[config.mk]
export PLATFORM = sky130hd
export DESIGN_NAME = crc_readout_port
export DESIGN_NICKNAME = d
export VERILOG_FILES = /design/src/hw/crc_readout_pkg.sv /design/src/hw/check_if.sv /design/src/hw/crc_error_check.sv /design/src/hw/crc_readout_port.sv
export VERILOG_INCLUDE_DIRS = /design/src /design/src/hw
export SDC_FILE = /design/constraint.sdc
export NUM_CORES = 1
export LEC_CHECK = 0
export BUFFER_PORTS_ARGS = -buffer_cell sky130_fd_sc_hd__buf_2
export CAP_MARGIN = 15
export CORE_MARGIN = 8
export CORE_UTILIZATION = 54
export CTS_BUF_LIST = sky130_fd_sc_hd__clkbuf_8 sky130_fd_sc_hd__clkbuf_16
export CTS_CLUSTER_DIAMETER = 120
export DETAILED_ROUTE_END_ITERATION = 6
export PLACE_DENSITY = 0.75
export SLEW_MARGIN = 20
export SYNTH_ARGS = -nofsm -noshare
export SYNTH_HDL_FRONTEND = slang
export SYNTH_SLANG_ARGS = --single-unit
[constraint.sdc]
create_clock -name sys_clk -period 5.44 [get_ports sys_clk]
set_input_delay 1.088 -clock sys_clk [delete_from_list [all_inputs] [get_ports sys_clk]]
set_output_delay 1.088 -clock sys_clk [all_outputs]
set_load 0.005 [all_outputs]
[src/hw/crc_readout_defs.svh]
// constants for the signature readout port and the integrity checker
`ifndef CRC_READOUT_DEFS_SVH
`define CRC_READOUT_DEFS_SVH

// signature width and reset contents
`define SIG_W           32
`define SIG_RST         32'h0000_0000

// serial readout: further clocks after a load to walk the whole word
`define SHIFT_TAIL      31
`define SHIFT_CNT_W     5

// shift-not-load must stay low for this many readout edges; the port already loads on a single one
`define LOAD_LOW_MIN    2

// check clock: oscillator divided by two to the power n, n in 0..8; the checker divides sys_clk instead
`define OSC_FREQ_MHZ    80
`define SYS_FREQ_MHZ    100
`define DIV_EXP_MAX     8
`define DIV_EXP_DEF     0
`define DIV_CNT_W       8

// fault pin output enable level while the pin is driven
`define FAULT_OE_DRIVE  1'b0

`endif

[src/hw/crc_readout_pkg.sv]
// types shared by the signature readout port and the integrity checker
`default_nettype none
`include "crc_readout_defs.svh"

package crc_readout_pkg;

	// one signature word
	typedef logic [`SIG_W-1:0] sig_word_t;

	// parallel load source
	typedef enum logic {
		SRC_PRECOMP,
		SRC_SIGNATURE
	} load_src_t;

	// readout sequence
	typedef enum logic [1:0] {
		RD_EMPTY,
		RD_LOADED,
		RD_SHIFT,
		RD_DONE
	} readout_state_t;

endpackage : crc_readout_pkg

`default_nettype wire

[src/hw/check_if.sv]
// carrier between the readout port and the integrity checker
`timescale 1ns/100ps
`default_nettype none

interface check_if;
	import crc_readout_pkg::*;

	sig_word_t precomp;     // expected signature
	sig_word_t signature;   // last computed signature
	logic      crc_error;   // sticky integrity fault

	modport check_side (input precomp, output signature, output crc_error);
	modport readout (output precomp, input signature, input crc_error);

endinterface : check_if

`default_nettype wire

[src/hw/crc_error_check.sv]
// integrity checker running on the divided check clock tick
`timescale 1ns/100ps
`default_nettype none
`include "crc_readout_defs.svh"

module crc_error_check #(
	parameter int unsigned DIV_EXP = `DIV_EXP_DEF
) (
	// clock and reset
	input  wire logic                        sys_clk,
	input  wire logic                        sys_rst,
	// result of the signature engine
	input  wire crc_readout_pkg::sig_word_t  computed_sig,
	input  wire logic                        sig_valid,
	input  wire logic                        config_upset,
	// towards the readout port
	check_if.check_side                      bus
);
	import crc_readout_pkg::*;

	localparam logic [`DIV_CNT_W-1:0] DIV_MASK =
		`DIV_CNT_W'((1 << DIV_EXP) - 1);

	if (DIV_EXP > `DIV_EXP_MAX) begin : g_bad_div
		$error("DIV_EXP above the supported divider range");
	end

	logic [`DIV_CNT_W-1:0] div_cnt_reg;
	logic                  tick;
	logic                  pending_reg;
	sig_word_t             pend_sig_reg;
	sig_word_t             signature_reg;
	logic                  error_reg;

	// divide sys_clk by two to the power n for the check tick
	assign tick = (div_cnt_reg == DIV_MASK);
	always_ff @(posedge sys_clk or posedge sys_rst) begin
		if (sys_rst)
			div_cnt_reg <= '0;
		else if (tick)
			div_cnt_reg <= '0;
		else
			div_cnt_reg <= div_cnt_reg + `DIV_CNT_W'(1);
	end

	// hold an engine result until the next check tick; a new one wins
	always_ff @(posedge sys_clk or posedge sys_rst) begin
		if (sys_rst) begin
			pending_reg  <= 1'b0;
			pend_sig_reg <= `SIG_RST;
		end else if (sig_valid) begin
			pending_reg  <= 1'b1;
			pend_sig_reg <= computed_sig;
		end else if (tick) begin
			pending_reg  <= 1'b0;
		end
	end

	// signature register follows the check clock, not the readout clock
	always_ff @(posedge sys_clk or posedge sys_rst) begin
		if (sys_rst)
			signature_reg <= `SIG_RST;
		else if (tick && pending_reg)
			signature_reg <= pend_sig_reg;
	end

	// fault needs both an upset and a mismatch; only reconfig clears it
	always_ff @(posedge sys_clk or posedge sys_rst) begin
		if (sys_rst)
			error_reg <= 1'b0;
		else if (tick && pending_reg && config_upset &&
			pend_sig_reg != bus.precomp)
			error_reg <= 1'b1;
	end

	assign bus.signature = signature_reg;
	assign bus.crc_error = error_reg;

	a_err_cause: assert property (@(posedge sys_clk)
		disable iff (sys_rst)
		$rose(error_reg) |-> $past(tick) && $past(config_upset))
		else $error("fault rose without a check tick and upset");

	a_err_sticky: assert property (@(posedge sys_clk)
		disable iff (sys_rst)
		error_reg |=> error_reg)
		else $error("fault flag dropped without reset");

	a_sig_update: assert property (@(posedge sys_clk)
		disable iff (sys_rst)
		!tick |=> $stable(signature_reg))
		else $error("signature changed off the check tick");

endmodule : crc_error_check

`default_nettype wire

[src/hw/crc_readout_port.sv]
// signature readout shift register and integrity fault pin
`timescale 1ns/100ps
`default_nettype none
`include "crc_readout_defs.svh"


module crc_readout_port #(
	parameter int unsigned DIV_EXP = `DIV_EXP_DEF
) (
	// clock and reset
	input  wire logic                        sys_clk,
	input  wire logic                        sys_rst,
	// readout port driven by core logic
	input  wire logic                        readout_clk,
	input  wire logic                        shift_n_load,
	input  wire logic                        load_src,
	output logic                             sig_serial_out,
	output logic                             word_done,
	// signature sources inside the device
	input  wire crc_readout_pkg::sig_word_t  precomputed_crc,
	input  wire crc_readout_pkg::sig_word_t  computed_sig,
	input  wire logic                        sig_valid,
	input  wire logic                        config_upset,
	// integrity fault pin
	output logic                             fault_pin_o,
	output logic                             fault_pin_oe_n,
	input  wire logic                        fault_pin_i,
	output logic                             fault_core
);
	import crc_readout_pkg::*;

	// pick the parallel load word
	function automatic sig_word_t select_source(
		input load_src_t src,
		input sig_word_t precomp,
		input sig_word_t signature
	);
		select_source = (src == SRC_SIGNATURE) ? signature : precomp;
	endfunction : select_source

	check_if chk ();

	// checker on the divided system clock tick
	crc_error_check #(
		.DIV_EXP (DIV_EXP)
	) u_check (
		.sys_clk      (sys_clk),
		.sys_rst      (sys_rst),
		.computed_sig (computed_sig),
		.sig_valid    (sig_valid),
		.config_upset (config_upset),
		.bus          (chk.check_side)
	);

	assign chk.precomp = precomputed_crc;

	logic [2:0]                rclk_sync_reg;
	logic [1:0]                snl_sync_reg;
	logic [1:0]                src_sync_reg;
	logic [1:0]                fault_sync_reg;
	logic                      rclk_rise;
	logic                      snl;
	load_src_t                 src;
	sig_word_t                 load_word;
	sig_word_t                 shreg_reg;
	sig_word_t                 shreg_next;
	logic                      serial_next;
	logic [`SHIFT_CNT_W-1:0]   shift_cnt_reg;
	logic [1:0]                low_cnt_reg;
	readout_state_t            state_reg;
	readout_state_t            state_next;
	logic                      word_done_reg;

	// core-side pins cross in on two flops before anything reads them
	always_ff @(posedge sys_clk or posedge sys_rst) begin
		if (sys_rst) begin
			rclk_sync_reg <= 3'h0;
			snl_sync_reg  <= 2'h3;
			src_sync_reg  <= 2'h0;
		end else begin
			rclk_sync_reg <= {rclk_sync_reg[1:0], readout_clk};
			snl_sync_reg  <= {snl_sync_reg[0], shift_n_load};
			src_sync_reg  <= {src_sync_reg[0], load_src};
		end
	end

	// controls share the clock's delay, so they line up with its edge
	assign rclk_rise = rclk_sync_reg[1] & ~rclk_sync_reg[2];
	assign snl       = snl_sync_reg[1];
	assign src       = load_src_t'(src_sync_reg[1]);

	// source select only matters on a load edge
	assign load_word = select_source(src, chk.precomp,
		chk.signature);

	// next shift register contents on a readout edge
	always_comb begin
		shreg_next  = shreg_reg;
		serial_next = sig_serial_out;
		if (rclk_rise) begin
			if (!snl) begin
				shreg_next  = load_word;
				serial_next = load_word[0];
			end else begin
				shreg_next  = {1'b0, shreg_reg[`SIG_W-1:1]};
				serial_next = shreg_reg[1];
			end
		end
	end

	// readout register, touched only on readout edges
	always_ff @(posedge sys_clk or posedge sys_rst) begin
		if (sys_rst)
			shreg_reg <= `SIG_RST;
		else
			shreg_reg <= shreg_next;
	end

	// serial output straight from a flop
	always_ff @(posedge sys_clk or posedge sys_rst) begin
		if (sys_rst)
			sig_serial_out <= 1'b0;
		else
			sig_serial_out <= serial_next;
	end

	// shifts since the last load, saturating once the word is out
	always_ff @(posedge sys_clk or posedge sys_rst) begin
		if (sys_rst)
			shift_cnt_reg <= '0;
		else if (rclk_rise && !snl)
			shift_cnt_reg <= '0;
		else if (rclk_rise && shift_cnt_reg != `SHIFT_CNT_W'(`SHIFT_TAIL))
			shift_cnt_reg <= shift_cnt_reg + `SHIFT_CNT_W'(1);
	end

	// consecutive low-control edges; a shorter burst still loads here
	always_ff @(posedge sys_clk or posedge sys_rst) begin
		if (sys_rst)
			low_cnt_reg <= 2'h0;
		else if (rclk_rise && snl)
			low_cnt_reg <= 2'h0;
		else if (rclk_rise && low_cnt_reg != 2'h3)
			low_cnt_reg <= low_cnt_reg + 2'h1;
	end

	// readout sequence
	always_comb begin
		state_next = state_reg;
		if (rclk_rise) begin
			unique case (state_reg)
				RD_EMPTY:
					if (!snl)
						state_next = RD_LOADED;
				RD_LOADED:
					if (snl)
						state_next = RD_SHIFT;
				RD_SHIFT, RD_DONE: begin
					if (!snl)
						state_next = RD_LOADED;
					else if (shift_cnt_reg >=
						`SHIFT_CNT_W'(`SHIFT_TAIL - 1))
						state_next = RD_DONE;
				end
			endcase
		end
	end

	always_ff @(posedge sys_clk or posedge sys_rst) begin
		if (sys_rst)
			state_reg <= RD_EMPTY;
		else
			state_reg <= state_next;
	end

	// whole word has been presented on the serial output
	always_ff @(posedge sys_clk or posedge sys_rst) begin
		if (sys_rst)
			word_done_reg <= 1'b0;
		else
			word_done_reg <= (state_next == RD_DONE);
	end

	assign word_done = word_done_reg;

	// fault pin is always driven; core reads it back through the pad
	assign fault_pin_o    = chk.crc_error;
	assign fault_pin_oe_n = `FAULT_OE_DRIVE;

	// pad return is a foreign level, so it is synchronised
	always_ff @(posedge sys_clk or posedge sys_rst) begin
		if (sys_rst)
			fault_sync_reg <= 2'h0;
		else
			fault_sync_reg <= {fault_sync_reg[0], fault_pin_i};
	end

	assign fault_core = fault_sync_reg[1];

	// helpers for the checks below
	logic shreg_bit1;
	logic load_bit0;
	assign shreg_bit1 = shreg_reg[1];
	assign load_bit0  = load_word[0];

	// checks on the readout path, all on the system clock
	a_edge_only: assert property (@(posedge sys_clk)
		disable iff (sys_rst)
		!rclk_rise |=> $stable(shreg_reg) && $stable(sig_serial_out))
		else $error("readout register moved without a readout edge");

	a_load_precomp: assert property (@(posedge sys_clk)
		disable iff (sys_rst)
		rclk_rise && !snl && src == SRC_PRECOMP
		|=> shreg_reg == $past(chk.precomp))
		else $error("select 0 did not load the pre-computed value");

	a_load_sig: assert property (@(posedge sys_clk)
		disable iff (sys_rst)
		rclk_rise && !snl && src == SRC_SIGNATURE
		|=> shreg_reg == $past(chk.signature))
		else $error("select 1 did not load the signature");

	a_shift_move: assert property (@(posedge sys_clk)
		disable iff (sys_rst)
		rclk_rise && snl |=> shreg_reg == ($past(shreg_reg) >> 1))
		else $error("shift edge did not move the register by one");

	// zeros enter at the top, so shifting past the word reads zeros
	a_tail_zero: assert property (@(posedge sys_clk)
		disable iff (sys_rst)
		rclk_rise && snl |=> !shreg_reg[`SIG_W-1])
		else $error("shift did not fill the top bit with zero");

	a_src_ignored: assert property (@(posedge sys_clk)
		disable iff (sys_rst)
		rclk_rise && snl |=> sig_serial_out == $past(shreg_bit1))
		else $error("shift edge output not the next register bit");

	a_load_first: assert property (@(posedge sys_clk)
		disable iff (sys_rst)
		rclk_rise && !snl |=> sig_serial_out == $past(load_bit0))
		else $error("first bit not presented after a load");

	// a load restarts the word whatever state the sequence was in
	a_done_clear: assert property (@(posedge sys_clk)
		disable iff (sys_rst)
		rclk_rise && !snl |=> !word_done_reg)
		else $error("done flag survived a load edge");

	a_load_state: assert property (@(posedge sys_clk)
		disable iff (sys_rst)
		rclk_rise && !snl |=> state_reg == RD_LOADED)
		else $error("load edge did not restart the sequence");

	a_done_count: assert property (@(posedge sys_clk)
		disable iff (sys_rst)
		$rose(word_done_reg)
		|-> shift_cnt_reg == `SHIFT_CNT_W'(`SHIFT_TAIL))
		else $error("word done without 31 shifts");

	a_fault_hold: assert property (@(posedge sys_clk)
		disable iff (sys_rst)
		fault_pin_o |=> fault_pin_o && !fault_pin_oe_n)
		else $error("fault pin dropped or released");

	// pad return reaches the core after exactly two flops
	a_pad_sync: assert property (@(posedge sys_clk)
		disable iff (sys_rst)
		$rose(fault_pin_i) |-> ##2 fault_core)
		else $error("fault readback late or missing");

	c_load_two: cover property (@(posedge sys_clk) disable iff (sys_rst)
		rclk_rise && !snl && low_cnt_reg == 2'h1);

	c_word_out: cover property (@(posedge sys_clk) disable iff (sys_rst)
		$rose(word_done_reg));

	c_sig_load: cover property (@(posedge sys_clk) disable iff (sys_rst)
		rclk_rise && !snl && src == SRC_SIGNATURE);

	c_shift_src: cover property (@(posedge sys_clk) disable iff (sys_rst)
		rclk_rise && snl && src == SRC_SIGNATURE);

	c_fault: cover property (@(posedge sys_clk) disable iff (sys_rst)
		$rose(fault_pin_o));

endmodule : crc_readout_port

`default_nettype wire

==> metrics.md, run 1 <==
| Metric | Value |
|---|---|
| Initial core utilization | 55.3% |
| Chip Width | roughly 120 microns |
| Iter 0 DRT Violations | 248 |
| Overflow left after global routing | 0 |
| Util after Layout | between 60% and 70% |
| # port buffers | between 70 and 80 |
| Number of pins with negative max-slew slack in the final report | 0 |
| Worst slew pin tran | 0.951 ns |
| Vias in the first global route | ~4.1k |
| Worst hold path type | register to register |
| Total number of vias | approximately 3.8k |
| Commonest cells post-synth | 121 x sky130_fd_sc_hd__dfrtp_1, 43 x sky130_fd_sc_hd__nand2_1, 38 x sky130_fd_sc_hd__o21ai_0, 38 x sky130_fd_sc_hd__xnor2_1 |
| Register-to-Register Setup Slack | ~3 ns |
| Netlist area before placement | ~5700 sq um |
| Clock insertion delay at the later pin of the skew report | between 0.5 and 0.6 ns |
| Number of antenna violations at the first check in global routing | 0 |
| Startpoint Class | register |
| Top-count cell post-synth | sky130_fd_sc_hd__dfrtp_1 |
| Hold Violations, Final | 0 |
| Worst Skew | ~0.0083 ns |
| Fin area | 6680 sq um |
| Most used routing layer | met2 |
| Die boundary height | between 100 and 150 microns |
| Post-detail-place hpwl | approximately 8000 microns |
| Signed area change from the synthesized netlist to the final layout | 17.4% |
| Proportion of layout cells with a drive suffix above 1 | between 30% and 40% |
| Instance count along the most critical hold path | 0 |
| Post-placement cell area | 6120 sq um |
| Total detailed-routing wirelength | 12,000 microns |
| Distinct cell type count after synthesis | 35 |
| HP Start | src_sync_reg[0]$_DFF_PP0_ |
| Sequential cell area | about 3100 sq um |
| Maximum count of clock buffers along a single path | 2 |
| Number of nets produced by synthesis | roughly 560 |
| Number of levels the H-tree was split into | 4 |
| TritonCTS clock tree | done |
| Aggregate global-route resource usage | between 10% and 20% |
| Worst setup path class | register to register |
| Peak supply drop | between 0.2 and 0.25 mV |
| Post-synthesis sequential element count | around 120 |
| Number of filler instances in the final layout | between 800 and 900 |
| Ys async rst share | 100% |
| Hold buffer count at CTS | 0 |
| Global-route met2 utilization | 28.0% |
| Primary FF master, synth | sky130_fd_sc_hd__dfrtp_1 |
| Cells after synthesis | 480 |
| Data required time of the critical path | 5.84 ns |
| Met1 Track Usage GR | between 20 and 25% |
| Sum of negative setup slack | 0 ns |
| Synthesized-area fraction occupied by xor and xnor cells | ~5.9% |
| Number of cells in the design after placement | roughly 670 |
| Average routed wire per standard cell | ~17 microns |
| Combinational family with the most area after synthesis | multiplexers |
| Wire length of the first global-routing pass | between 20,000 and 25,000 microns |
| Hold Path End | src_sync_reg[1]$_DFF_PP0_ |
| Clock sink count | between 100 and 150 |
| Yosys warning count | 0 |
| Share of the clock period used by the worst path after layout | 43.9% |
| Status | complete, no violations |
| Final Non-Filler Cells | around 700 |
| Io pins | between 70 and 80 |
| Area used by multi-input combinational logic | 2460 sq um |
| Largest net degree at the start of global routing | 80 |
| TritonRoute pass-1 iters | 4 |
| Cell taking the most area after synthesis | sky130_fd_sc_hd__dfrtp_1 |
| # setup viols final | 0 |
| CTS Buf Count | 17 |
| Nature of the critical path endpoint | register |
| Sequential share of the synthesized area | between 50 and 60% |
| Diodes inserted | 0 |
| Power density over the cells | around 360 nW/um^2 |
| Area enclosed by the die boundary | ~14,000 sq um |
| Critical path arrival | 2.79 ns |
| Proportion of synthesized area in mux cells | 20.3% |
| Max-cap check violation count | 0 |
| Share of Yosys cell area claimed by the top area cell type | about 53% |
| Clock root buffer | sky130_fd_sc_hd__clkbuf_8 |
| Post-synthesis share of cell area spent on and, or, nand and nor gates | just under 9% |
| DRC violation count after routing | 0 |
| Met3 usage in global routing | 4.95% |
| Core box area | between 10,000 and 15,000 sq um |
| Unrepaired setup endpoints after global routing | no |
| Number of routed nets with antenna violations | 0 |
| Count of flip-flops with a built-in enable after synthesis | 0 |
| Cell count of the worst reg-to-reg path | 4 |
| Clock transition at path regs | about 0.05 ns |
| Adder-cell area share of the yosys netlist | 1.10% |
| FMAX | ~420 MHz |
| Reg-to-reg startpoint | u_check.div_cnt_reg[3]$_DFF_PP0_ |
| Average vias per placed instance | 5.40 |
| Compound-Gate Fraction of Synth Area | between 7 and 8% |
| Buffers inserted by post-CTS timing repair | 0 |
| Worst Path Max Fanout | 32 |
| Crit Reg-Reg Endpoint | u_check.bus.signature[23]$_DFFE_PP0P_ |
| Number of nets in the final layout | between 600 and 700 |
| Gates resized, CTS repair | 0 |
| Leading post-synthesis cells by cell area | sky130_fd_sc_hd__dfrtp_1 53%, sky130_fd_sc_hd__mux2_4 7.9%, sky130_fd_sc_hd__mux2_2 6.9% |
| Final Critical Period | around 2.4 ns |
| Mean cell area of the mapped netlist | roughly 12 sq um |
| Placement Rows | 37 |
| Routability-driven placement congestion ratio | 0.767 |
| Leak Pwr | just over 3 nW |
| Remaining max-slew budget at the tightest pin | a little over a third |
## final cells by class
type / count / share of cell area [%]
Sequential cell: 123 / 46.2
Multi-Input combinational cell: 324 / 36.9
Clock buffer: 23 / 7.44
Timing Repair Buffer: 77 / 5.85
Tap cell: 136 / 2.55
Clock inverter: 9 / 0.675
Inverter: 6 / 0.375
## placed cells by master (no fill, tap or decap), types with 2 or more instances in the layout
| cell type | instances |
|---|---|
| sky130_fd_sc_hd__mux2_4 | 30 |
| sky130_fd_sc_hd__o21ai_0 | 38 |
| sky130_fd_sc_hd__buf_2 | 75 |
| sky130_fd_sc_hd__mux2_2 | 35 |
| sky130_fd_sc_hd__ha_1 | 5 |
| sky130_fd_sc_hd__mux2i_1 | 31 |
| sky130_fd_sc_hd__dfrtp_1 | 121 |
| sky130_fd_sc_hd__nand2_1 | 43 |
| sky130_fd_sc_hd__nor3_1 | 2 |
| sky130_fd_sc_hd__clkbuf_8 | 7 |
| sky130_fd_sc_hd__clkinv_2 | 6 |
| sky130_fd_sc_hd__buf_4 | 2 |
| sky130_fd_sc_hd__a22o_1 | 2 |
| sky130_fd_sc_hd__xnor2_1 | 38 |
| sky130_fd_sc_hd__and3_1 | 3 |
| sky130_fd_sc_hd__a21oi_1 | 32 |
| sky130_fd_sc_hd__clkbuf_16 | 16 |
| sky130_fd_sc_hd__nor2_1 | 35 |
| sky130_fd_sc_hd__nand3_1 | 6 |
| sky130_fd_sc_hd__inv_1 | 7 |
| sky130_fd_sc_hd__nor4_1 | 2 |
| sky130_fd_sc_hd__nand4_1 | 9 |
## critical path: stages (launching register included)
cell and delay (ns):
sky130_fd_sc_hd__dfrtp_1 0.41, sky130_fd_sc_hd__or4_4 0.56, sky130_fd_sc_hd__nor4b_4 0.41, sky130_fd_sc_hd__nand2_4 0.44, sky130_fd_sc_hd__mux2_4 0.43
## metrics by stage
step / setup WS (ns) / hold slack, ns / total power, mW
detailed placement: 2.88 / 0.338 / 1.44
finish: 3.05 / 0.354 / 2.43
global placement: 2.91 / 0.335 / 1.42
floorplan: 1.08 / 0.331 / 1.33
CTS: 3.03 / 0.356 / 2.45
global route: 2.91 / 0.358 / 2.55
## how the worst max path moves through the flow
stage                                          start                                    end  slack [ns]  cells past startpoint
finish              u_check.div_cnt_reg[3]$_DFF_PP0_  u_check.bus.signature[23]$_DFFE_PP0P_        3.05                      4
global route        u_check.div_cnt_reg[3]$_DFF_PP0_  u_check.bus.signature[12]$_DFFE_PP0P_        2.91                      4
CTS                 u_check.div_cnt_reg[3]$_DFF_PP0_  u_check.bus.signature[23]$_DFFE_PP0P_        3.03                      4
detailed placement                           sys_rst   u_check.pend_sig_reg[13]$_DFFE_PP0P_        2.88                      3
global placement                             sys_rst   u_check.pend_sig_reg[13]$_DFFE_PP0P_        2.91                      3
floorplan                                    sys_rst            fault_sync_reg[0]$_DFF_PP0_        1.08                      1
## cell families after synthesis
logic type,after synthesis
compound gates,77
xor+xnor,38
fa+ha+maj,5
buf+inv,33
flops,123
mux,96
other cells,1
simple gates,107
## power by group
part	internal (mW)	total (mW)	switching, mW	leakage, nW
registers	1.03	1.12	0.0853	1.49
logic	0.166	0.306	0.140	1.34
clock network	0.623	1.01	0.385	0.282
## metal layers
metal,wire (microns),up-vias
met2,5730,96
met4,320,0
met3,469,28
li1,-,1796
met1,5440,1852
met5,0,-
Power figures use the tool's default switching activity.
==> run 2, diff against run 1 <==
clock period = 2.2 ns   (was 5.44 ns; I/O delays follow)
==> run 2 against run 1 <==
Effect of this change:
- combinational power grew to 2.6 times the previous value
- clock power grew to 2.6 times the previous value
- non-clock buffer count up 9
- count of clock-buffer cells in the layout stayed put
- critical path depth up 1
- flip-flop and latch count did not move
- maximum frequency grew 19%
- wire length grew 1.5%
- clock skew about the same
- critical path type unchanged
- critical endpoint is now u_check.bus.signature[3]$_DFFE_PP0P_
==> metrics.md, run 2 (synthesis results as in run 1) <==
| Metric | Value |
|---|---|
| Status | complete, no violations |
| Overflow left after global routing | 0 (unchanged) |
| Area enclosed by the die boundary | 14,100 sq um (unchanged) |
| Crit Reg-Reg Endpoint | u_check.bus.signature[3]$_DFFE_PP0P_ |
| Signed area change from the synthesized netlist to the final layout | 19.8% |
| Max-cap check violation count | 0 (unchanged) |
| Power density over the cells | 902 nW/um^2 (+150%) |
| Highest-count cells in the layout ignoring fill and taps | 121 x sky130_fd_sc_hd__dfrtp_1, 75 x sky130_fd_sc_hd__buf_2, 43 x sky130_fd_sc_hd__nand2_1 |
| Worst slew pin tran | 0.677 ns (-0.275 ns) |
| Clock transition at path regs | 0.06 ns (about the same) |
| Data required time of the critical path | 2.62 ns (-3.22 ns) |
| Number of levels the H-tree was split into | 4 (unchanged) |
| Peak supply drop | 0.604 mV (+180%) |
| FMAX | 500 MHz (+19%) |
| Core box area | 10,300 sq um (unchanged) |
| Average vias per placed instance | 5.31 (-1.8%) |
| Aggregate global-route resource usage | 18.3% (+0.23 points) |
| Highest metal layer used by the detailed router | met4 |
| Iter 0 DRT Violations | 196 (-21%) |
| Wire length of the first global-routing pass | 20,400 microns (-0.20%) |
| Number of nets in the final layout | 635 (+1.4%) |
| # port buffers | 75 (unchanged) |
| Register-to-Register Setup Slack | 0.20 ns (-2.85 ns) |
| Worst Path Max Fanout | 32 (unchanged) |
| Die boundary height | 119 microns (unchanged) |
| Number of cells in the design after placement | 671 (+0.75%) |
| TritonCTS clock tree | done |
| Unrepaired setup endpoints after global routing | no |
| Total number of vias | 3,735 (-0.98%) |
| Placement Rows | 37 (unchanged) |
| Io pins | 77 (unchanged) |
| Cell count of the worst reg-to-reg path | 5 (+1) |
| Vias in the first global route | 4,101 (+0.98%) |
| Chip Width | 119 microns (unchanged) |
| # setup viols final | 0 (unchanged) |
| DRC violation count after routing | 0 (unchanged) |
| Hold Violations, Final | 0 (unchanged) |
| Worst hold path type | input port to async pin |
| Leak Pwr | 3.16 nW (+1.2%) |
| Final Critical Period | 2.00 ns (-0.388 ns) |
| Total detailed-routing wirelength | 12,100 microns (+1.5%) |
| Nature of the critical path endpoint | register |
| Final Non-Filler Cells | 704 (+0.86%) |
| Average routed wire per standard cell | 17.2 microns (+0.62%) |
| Post-placement cell area | 6210 sq um (+1.5%) |
| Worst setup path class | register to register |
| Reg-to-reg startpoint | u_check.div_cnt_reg[3]$_DFF_PP0_ |
| Maximum count of clock buffers along a single path | 2 (unchanged) |
| Share of the clock period used by the worst path after layout | 91.0% (+47 points) |
| Worst slack, placed | 0.218 ns (-2.66 ns) |
| Initial core utilization | 55.3% (unchanged) |
| TritonRoute pass-1 iters | 4 (unchanged) |
| Clock sink count | 123 (unchanged) |
| Number of pins with negative max-slew slack in the final report | 0 (unchanged) |
| Met3 routed WL | 574 microns (+22%) |
| Fin area | 6810 sq um (+2.1%) |
| Critical path arrival | 2.42 ns (-0.37 ns) |
| Gates resized, CTS repair | 0 (unchanged) |
| Final hold slack | 0.0657 ns (-0.288 ns) |
| Number of antenna violations at the first check in global routing | 0 (unchanged) |
| Routed length on met1 | 5380 microns (-1.0%) |
| Sum of negative setup slack | 0 ns (unchanged) |
| Diodes inserted | 0 (unchanged) |
| Routability-driven placement congestion ratio | 0.808 (+5.4%) |
| Met2 wire len | 5860 microns (+2.3%) |
| CTS Buf Count | 17 (unchanged) |
| Post-detail-place hpwl | 8500 microns (+3.4%) |
| Clock root buffer | sky130_fd_sc_hd__clkbuf_8 |
| Proportion of layout cells with a drive suffix above 1 | 32.2% (+0.37 points) |
| Remaining max-slew budget at the tightest pin | 54.9% (+18 points) |
| Largest net degree at the start of global routing | 124 (+55%) |
| Worst Skew | 0.00868 ns (+0.000410 ns) |
| Number of routed nets with antenna violations | 0 (unchanged) |
| Final setup slack of the worst path | 0.198 ns (-2.85 ns) |
| Clock insertion delay at the later pin of the skew report | 0.53 ns (about the same) |
| Leading cell type in the layout, fill and taps excluded | sky130_fd_sc_hd__dfrtp_1 |
| Startpoint Class | register |
==> run 2: layer usage <==
layer / global-route usage (%) / vias up
met5: 0 / -
met4: 9.64 / 0
met3: 5.52 / 23
met2: 29.1 / 80
met1: 22.1 / 1828
li1: - / 1804
==> run 2: power breakdown <==
group	internal, mW	switching (mW)
combinational	0.426	0.369
clock	1.65	0.955
sequential	2.55	0.195
total	4.63	1.52
==> run 2: what timing repair did <==
item / in CTS / in global routing
setup buffers: 0 / 0
hold buffers: 3 / 1
hold endpoints to repair: 3 / 1
endpoints found under the setup margin: 0 / 0
==> run 2: worst max-delay path by stage <==
stage / startpoint / to / slack (ns)
global route: u_check.div_cnt_reg[3]$_DFF_PP0_ / u_check.bus.signature[25]$_DFFE_PP0P_ / 0.12
CTS: u_check.div_cnt_reg[3]$_DFF_PP0_ / u_check.bus.signature[10]$_DFFE_PP0P_ / 0.21
floorplan: u_check.div_cnt_reg[3]$_DFF_PP0_ / u_check.bus.signature[0]$_DFFE_PP0P_ / 0.21
global placement: u_check.div_cnt_reg[3]$_DFF_PP0_ / u_check.bus.signature[25]$_DFFE_PP0P_ / 0.25
finish: u_check.div_cnt_reg[3]$_DFF_PP0_ / u_check.bus.signature[3]$_DFFE_PP0P_ / 0.20
detailed placement: u_check.div_cnt_reg[3]$_DFF_PP0_ / u_check.bus.signature[3]$_DFFE_PP0P_ / 0.22
==> run 2: area by class of cell <==
cell class | instances | area, sq um
Fill cell | 784 | 3460
Sequential cell | 123 | 3080
Multi-Input combinational cell | 324 | 2460
Timing Repair Buffer | 86 | 518
Clock buffer | 23 | 497
Tap cell | 136 | 170
Clock inverter | 6 | 62.6
Inverter | 6 | 26.3
==> run 2: through the flow <==
step | total power [mW] | utilization (%)
after floorplan | 3.30 | -
after global placement | 3.53 | 60.5
after detailed placement | 3.57 | 60.5
after CTS | 6.19 | 66.2
after global routing | 6.41 | 66.3
final | 6.15 | 66.3
==> run 2: critical path: stages (launching register included) <==
cell                      delay [ns]
sky130_fd_sc_hd__dfrtp_1        0.41
sky130_fd_sc_hd__or4_4          0.56
sky130_fd_sc_hd__nor4b_4        0.30
sky130_fd_sc_hd__nand2_4        0.08
sky130_fd_sc_hd__buf_12         0.20
sky130_fd_sc_hd__mux2_4         0.32
==> run 3, diff against run 2 <==
ABC_AREA = 1   (was not set)
PLACE_DENSITY = 0.74   (was 0.75)
==> run 3 against run 2 <==
Effect of this change:
- core utilization up 0.22 points
- global-route usage increased by 1.3 points
- power is 1.5% higher
- clock power up 7%
- critical path depth decreased by 1
- area after synthesis grew 1.3%
- die area increased by 1.1%
- count of clock-buffer cells in the layout rose by 2
- via count increased by 22%
- clock skew up 0.0018 ns
- critical path type unchanged
==> metrics.md, run 3 <==
| Metric | Value |
|---|---|
| Hold Violations, Final | 0 (unchanged) |
| Data required time of the critical path | 2.61 ns (about the same) |
| Share of the clock period used by the worst path after layout | 83.5% (-7.5 points) |
| Nature of the critical path endpoint | register |
| Series of cell instances along the critical path | inv_1, nor2_4, nand2_2, o32ai_1 |
| Commonest cells post-synth | 138 x sky130_fd_sc_hd__nand2_1, 121 x sky130_fd_sc_hd__dfrtp_1, 95 x sky130_fd_sc_hd__nor2_1 |
| Leading post-synthesis cells by cell area | sky130_fd_sc_hd__dfrtp_1 53%, sky130_fd_sc_hd__nand2_1 9.0%, sky130_fd_sc_hd__nor2_1 6.2% |
| Area used by multi-input combinational logic | 2220 sq um (-9.7%) |
| Buffers inserted by post-CTS timing repair | 0 (unchanged) |
| Number of levels the H-tree was split into | 4 (unchanged) |
| Worst setup path class | register to register |
| Initial core utilization | 55.8% (+0.44 points) |
| Iter 0 DRT Violations | 285 (+45%) |
| Yosys warning count | 0 (unchanged) |
| Remaining max-slew budget at the tightest pin | 51.4% (-3.5 points) |
| Die boundary height | 119 microns (+0.54%) |
| Leak Pwr | 3.30 nW (+4.6%) |
| Register-to-Register Setup Slack | 0.36 ns (+0.16 ns) |
| Sum of negative setup slack | 0 ns (unchanged) |
| Post-detail-place hpwl | 8910 microns (+4.8%) |
| Worst Path Max Fanout | 35 (+9.4%) |
| # port buffers | 75 (unchanged) |
| Core box area | 10,300 sq um (+0.45%) |
| Total number of vias | 4,564 (+22%) |
| Maximum count of clock buffers along a single path | 2 (unchanged) |
| Routability-driven placement congestion ratio | 0.796 (-1.5%) |
| Ys async rst share | 100% (unchanged) |
| CTS Buf Count | 17 (unchanged) |
| Unrepaired setup endpoints after global routing | no |
| Average routed wire per standard cell | 14.8 microns (-14%) |
| Worst slew pin tran | 0.727 ns (+0.0505 ns) |
| Sequential cell area | 3080 sq um (unchanged) |
| Number of nets produced by synthesis | 729 (+31%) |
| Family with the most delay on the worst path | simple AND/OR/NAND/NOR gates |
| TritonCTS clock tree | done |
| Clock root buffer | sky130_fd_sc_hd__clkbuf_8 |
| Count of flip-flops with a built-in enable after synthesis | 0 (unchanged) |
| DRC violation count after routing | 0 (unchanged) |
| Io pins | 77 (unchanged) |
| FMAX | 544 MHz (+9.0%) |
| Worst Skew | 0.0104 ns (+0.00176 ns) |
| Final total power | 6.24 mW (+1.5%) |
| Largest net degree at the start of global routing | 60 (-52%) |
| Overflow left after global routing | 0 (unchanged) |
| Clock transition at path regs | 0.06 ns (about the same) |
| Primary FF master, synth | sky130_fd_sc_hd__dfrtp_1 |
| Number of filler instances in the final layout | 845 (+7.8%) |
| # setup viols final | 0 (unchanged) |
| Max-cap check violation count | 0 (unchanged) |
| Aggregate global-route resource usage | 19.7% (+1.3 points) |
| Total detailed-routing wirelength | 13,000 microns (+7.0%) |
| Mean cell area of the mapped netlist | 8.83 sq um (-25%) |
| Worst hold path type | input port to register |
| Average vias per placed instance | 5.22 (-1.7%) |
| Clock insertion delay at the later pin of the skew report | 0.53 ns (about the same) |
| Proportion of layout cells with a drive suffix above 1 | 20.2% (-12 points) |
| Vias in the first global route | 4,765 (+16%) |
| Startpoint Class | register |
| Chip Width | 119 microns (+0.54%) |
| Wire length of the first global-routing pass | 22,500 microns (+11%) |
| Top-count cell post-synth | sky130_fd_sc_hd__nand2_1 |
| Placement Rows | 37 (unchanged) |
| Cells after synthesis | 652 (+36%) |
| Netlist area before placement | 5760 sq um (+1.3%) |
| CP peak stage delay | 0.51 ns (-0.05 ns) |
| Number of pins with negative max-slew slack in the final report | 0 (unchanged) |
| Cell taking the most area after synthesis | sky130_fd_sc_hd__dfrtp_1 |
| Final Critical Period | 1.84 ns (-0.165 ns) |
| Share of Yosys cell area claimed by the top area cell type | 52.6% (-0.66 points) |
| Status | complete, no violations |
| Signed area change from the synthesized netlist to the final layout | 19.3% |
| CP Buf/Inv Count | 1 (unchanged) |
| Sequential share of the synthesized area | 53.5% (-0.67 points) |
| TritonRoute pass-1 iters | 5 (+1) |
| Critical path arrival | 2.25 ns (-0.17 ns) |
| CP max-delay cell | sky130_fd_sc_hd__nand2_2 |
| Number of nets in the final layout | 803 (+26%) |
| Number of routed nets with antenna violations | 0 (unchanged) |
| Number of antenna violations at the first check in global routing | 0 (unchanged) |
| Power density over the cells | 908 nW/um^2 (+0.67%) |
| Highest-count cells in the layout ignoring fill and taps | 138 x sky130_fd_sc_hd__nand2_1, 121 x sky130_fd_sc_hd__dfrtp_1, 95 x sky130_fd_sc_hd__nor2_1 |
| Distinct cell type count after synthesis | 33 (-5.7%) |
| Diodes inserted | 0 (unchanged) |
| Clock sink count | 123 (unchanged) |
| Area enclosed by the die boundary | 14,200 sq um (+1.1%) |
| Peak supply drop | 0.696 mV (+15%) |
| Leading cell type in the layout, fill and taps excluded | sky130_fd_sc_hd__nand2_1 |
| Post-synthesis sequential element count | 123 (unchanged) |
==> run 3: worst register-to-register path: stages (launching register included) <==
cell and delay, ns:
sky130_fd_sc_hd__dfrtp_1 0.35, sky130_fd_sc_hd__inv_1 0.07, sky130_fd_sc_hd__nor2_4 0.33, sky130_fd_sc_hd__nand2_2 0.51, sky130_fd_sc_hd__o32ai_1 0.45
==> run 3: stage by stage <==
stage	worst slack, ns	instances	util, %	hold slack [ns]	instance area [sq um]
after global placement	0.493	839	60.2	0.335	6220
after floorplan	0.250	652	-	0.331	5760
final	0.363	875	66.5	0.0322	6870
after global routing	0.153	875	66.5	0.000920	6870
after CTS	0.356	874	66.4	0.000110	6860
after detailed placement	0.369	839	60.2	0.351	6220
==> run 3: path summary, 6_finish.rpt <==
kind | endpoint | cells past startpoint | startpoint
setup / recovery | shreg_reg[13]$_DFFE_PP0P_ | 4 | rclk_sync_reg[1]$_DFF_PP0_
hold / removal | src_sync_reg[0]$_DFF_PP0_ | 1 | load_src
setup reg to reg | shreg_reg[13]$_DFFE_PP0P_ | 4 | rclk_sync_reg[1]$_DFF_PP0_
hold reg to reg | snl_sync_reg[1]$_DFF_PP1_ | 0 | snl_sync_reg[0]$_DFF_PP1_
max in group asynchronous | u_check.pend_sig_reg[8]$_DFFE_PP0P_ | 4 | sys_rst
min in group asynchronous | u_check.pend_sig_reg[24]$_DFFE_PP0P_ | 3 | sys_rst
==> run 3: report_power, final <==
| part | internal [mW] | total, mW | switching, mW |
|---|---|---|---|
| logic | 0.322 | 0.759 | 0.437 |
| clock network | 1.84 | 2.79 | 0.949 |
| registers | 2.53 | 2.69 | 0.162 |
==> run 3: cell type report <==
type | count | share of cell area [%]
Sequential cell | 123 | 44.9
Multi-Input combinational cell | 427 | 32.3
Timing Repair Buffer | 89 | 7.69
Clock buffer | 25 | 7.63
Inverter | 68 | 3.77
Tap cell | 136 | 2.48
Clock inverter | 7 | 1.22
==> run 3: cell families after synthesis <==
kind of cell | synth area share, %
AND/OR/NAND/NOR | 16.6
AO/OA/AOI/OAI | 16.7
flip-flops | 53.5
buffers and inverters | 7.93
XOR/XNOR | 3.95
adder cells (fa/ha/maj) | 1.09
other | 0.0651
multiplexers | 0.174
==> run 3: timing repair <==
action | in CTS | in global routing
endpoints found under the hold margin | 25 | 1
hold buffers | 3 | 1
gates resized for setup | 0 | 0
==> run 3: layer usage <==
layer | global-route usage (%) | vias to the layer above | part of all wire, %
li1 | - | 2248 | -
met1 | 23.9 | 2181 | 44
met2 | 31.8 | 118 | 49
met3 | 6.57 | 17 | 5.4
met4 | 7.51 | 0 | 1.3
met5 | 0 | - | 0
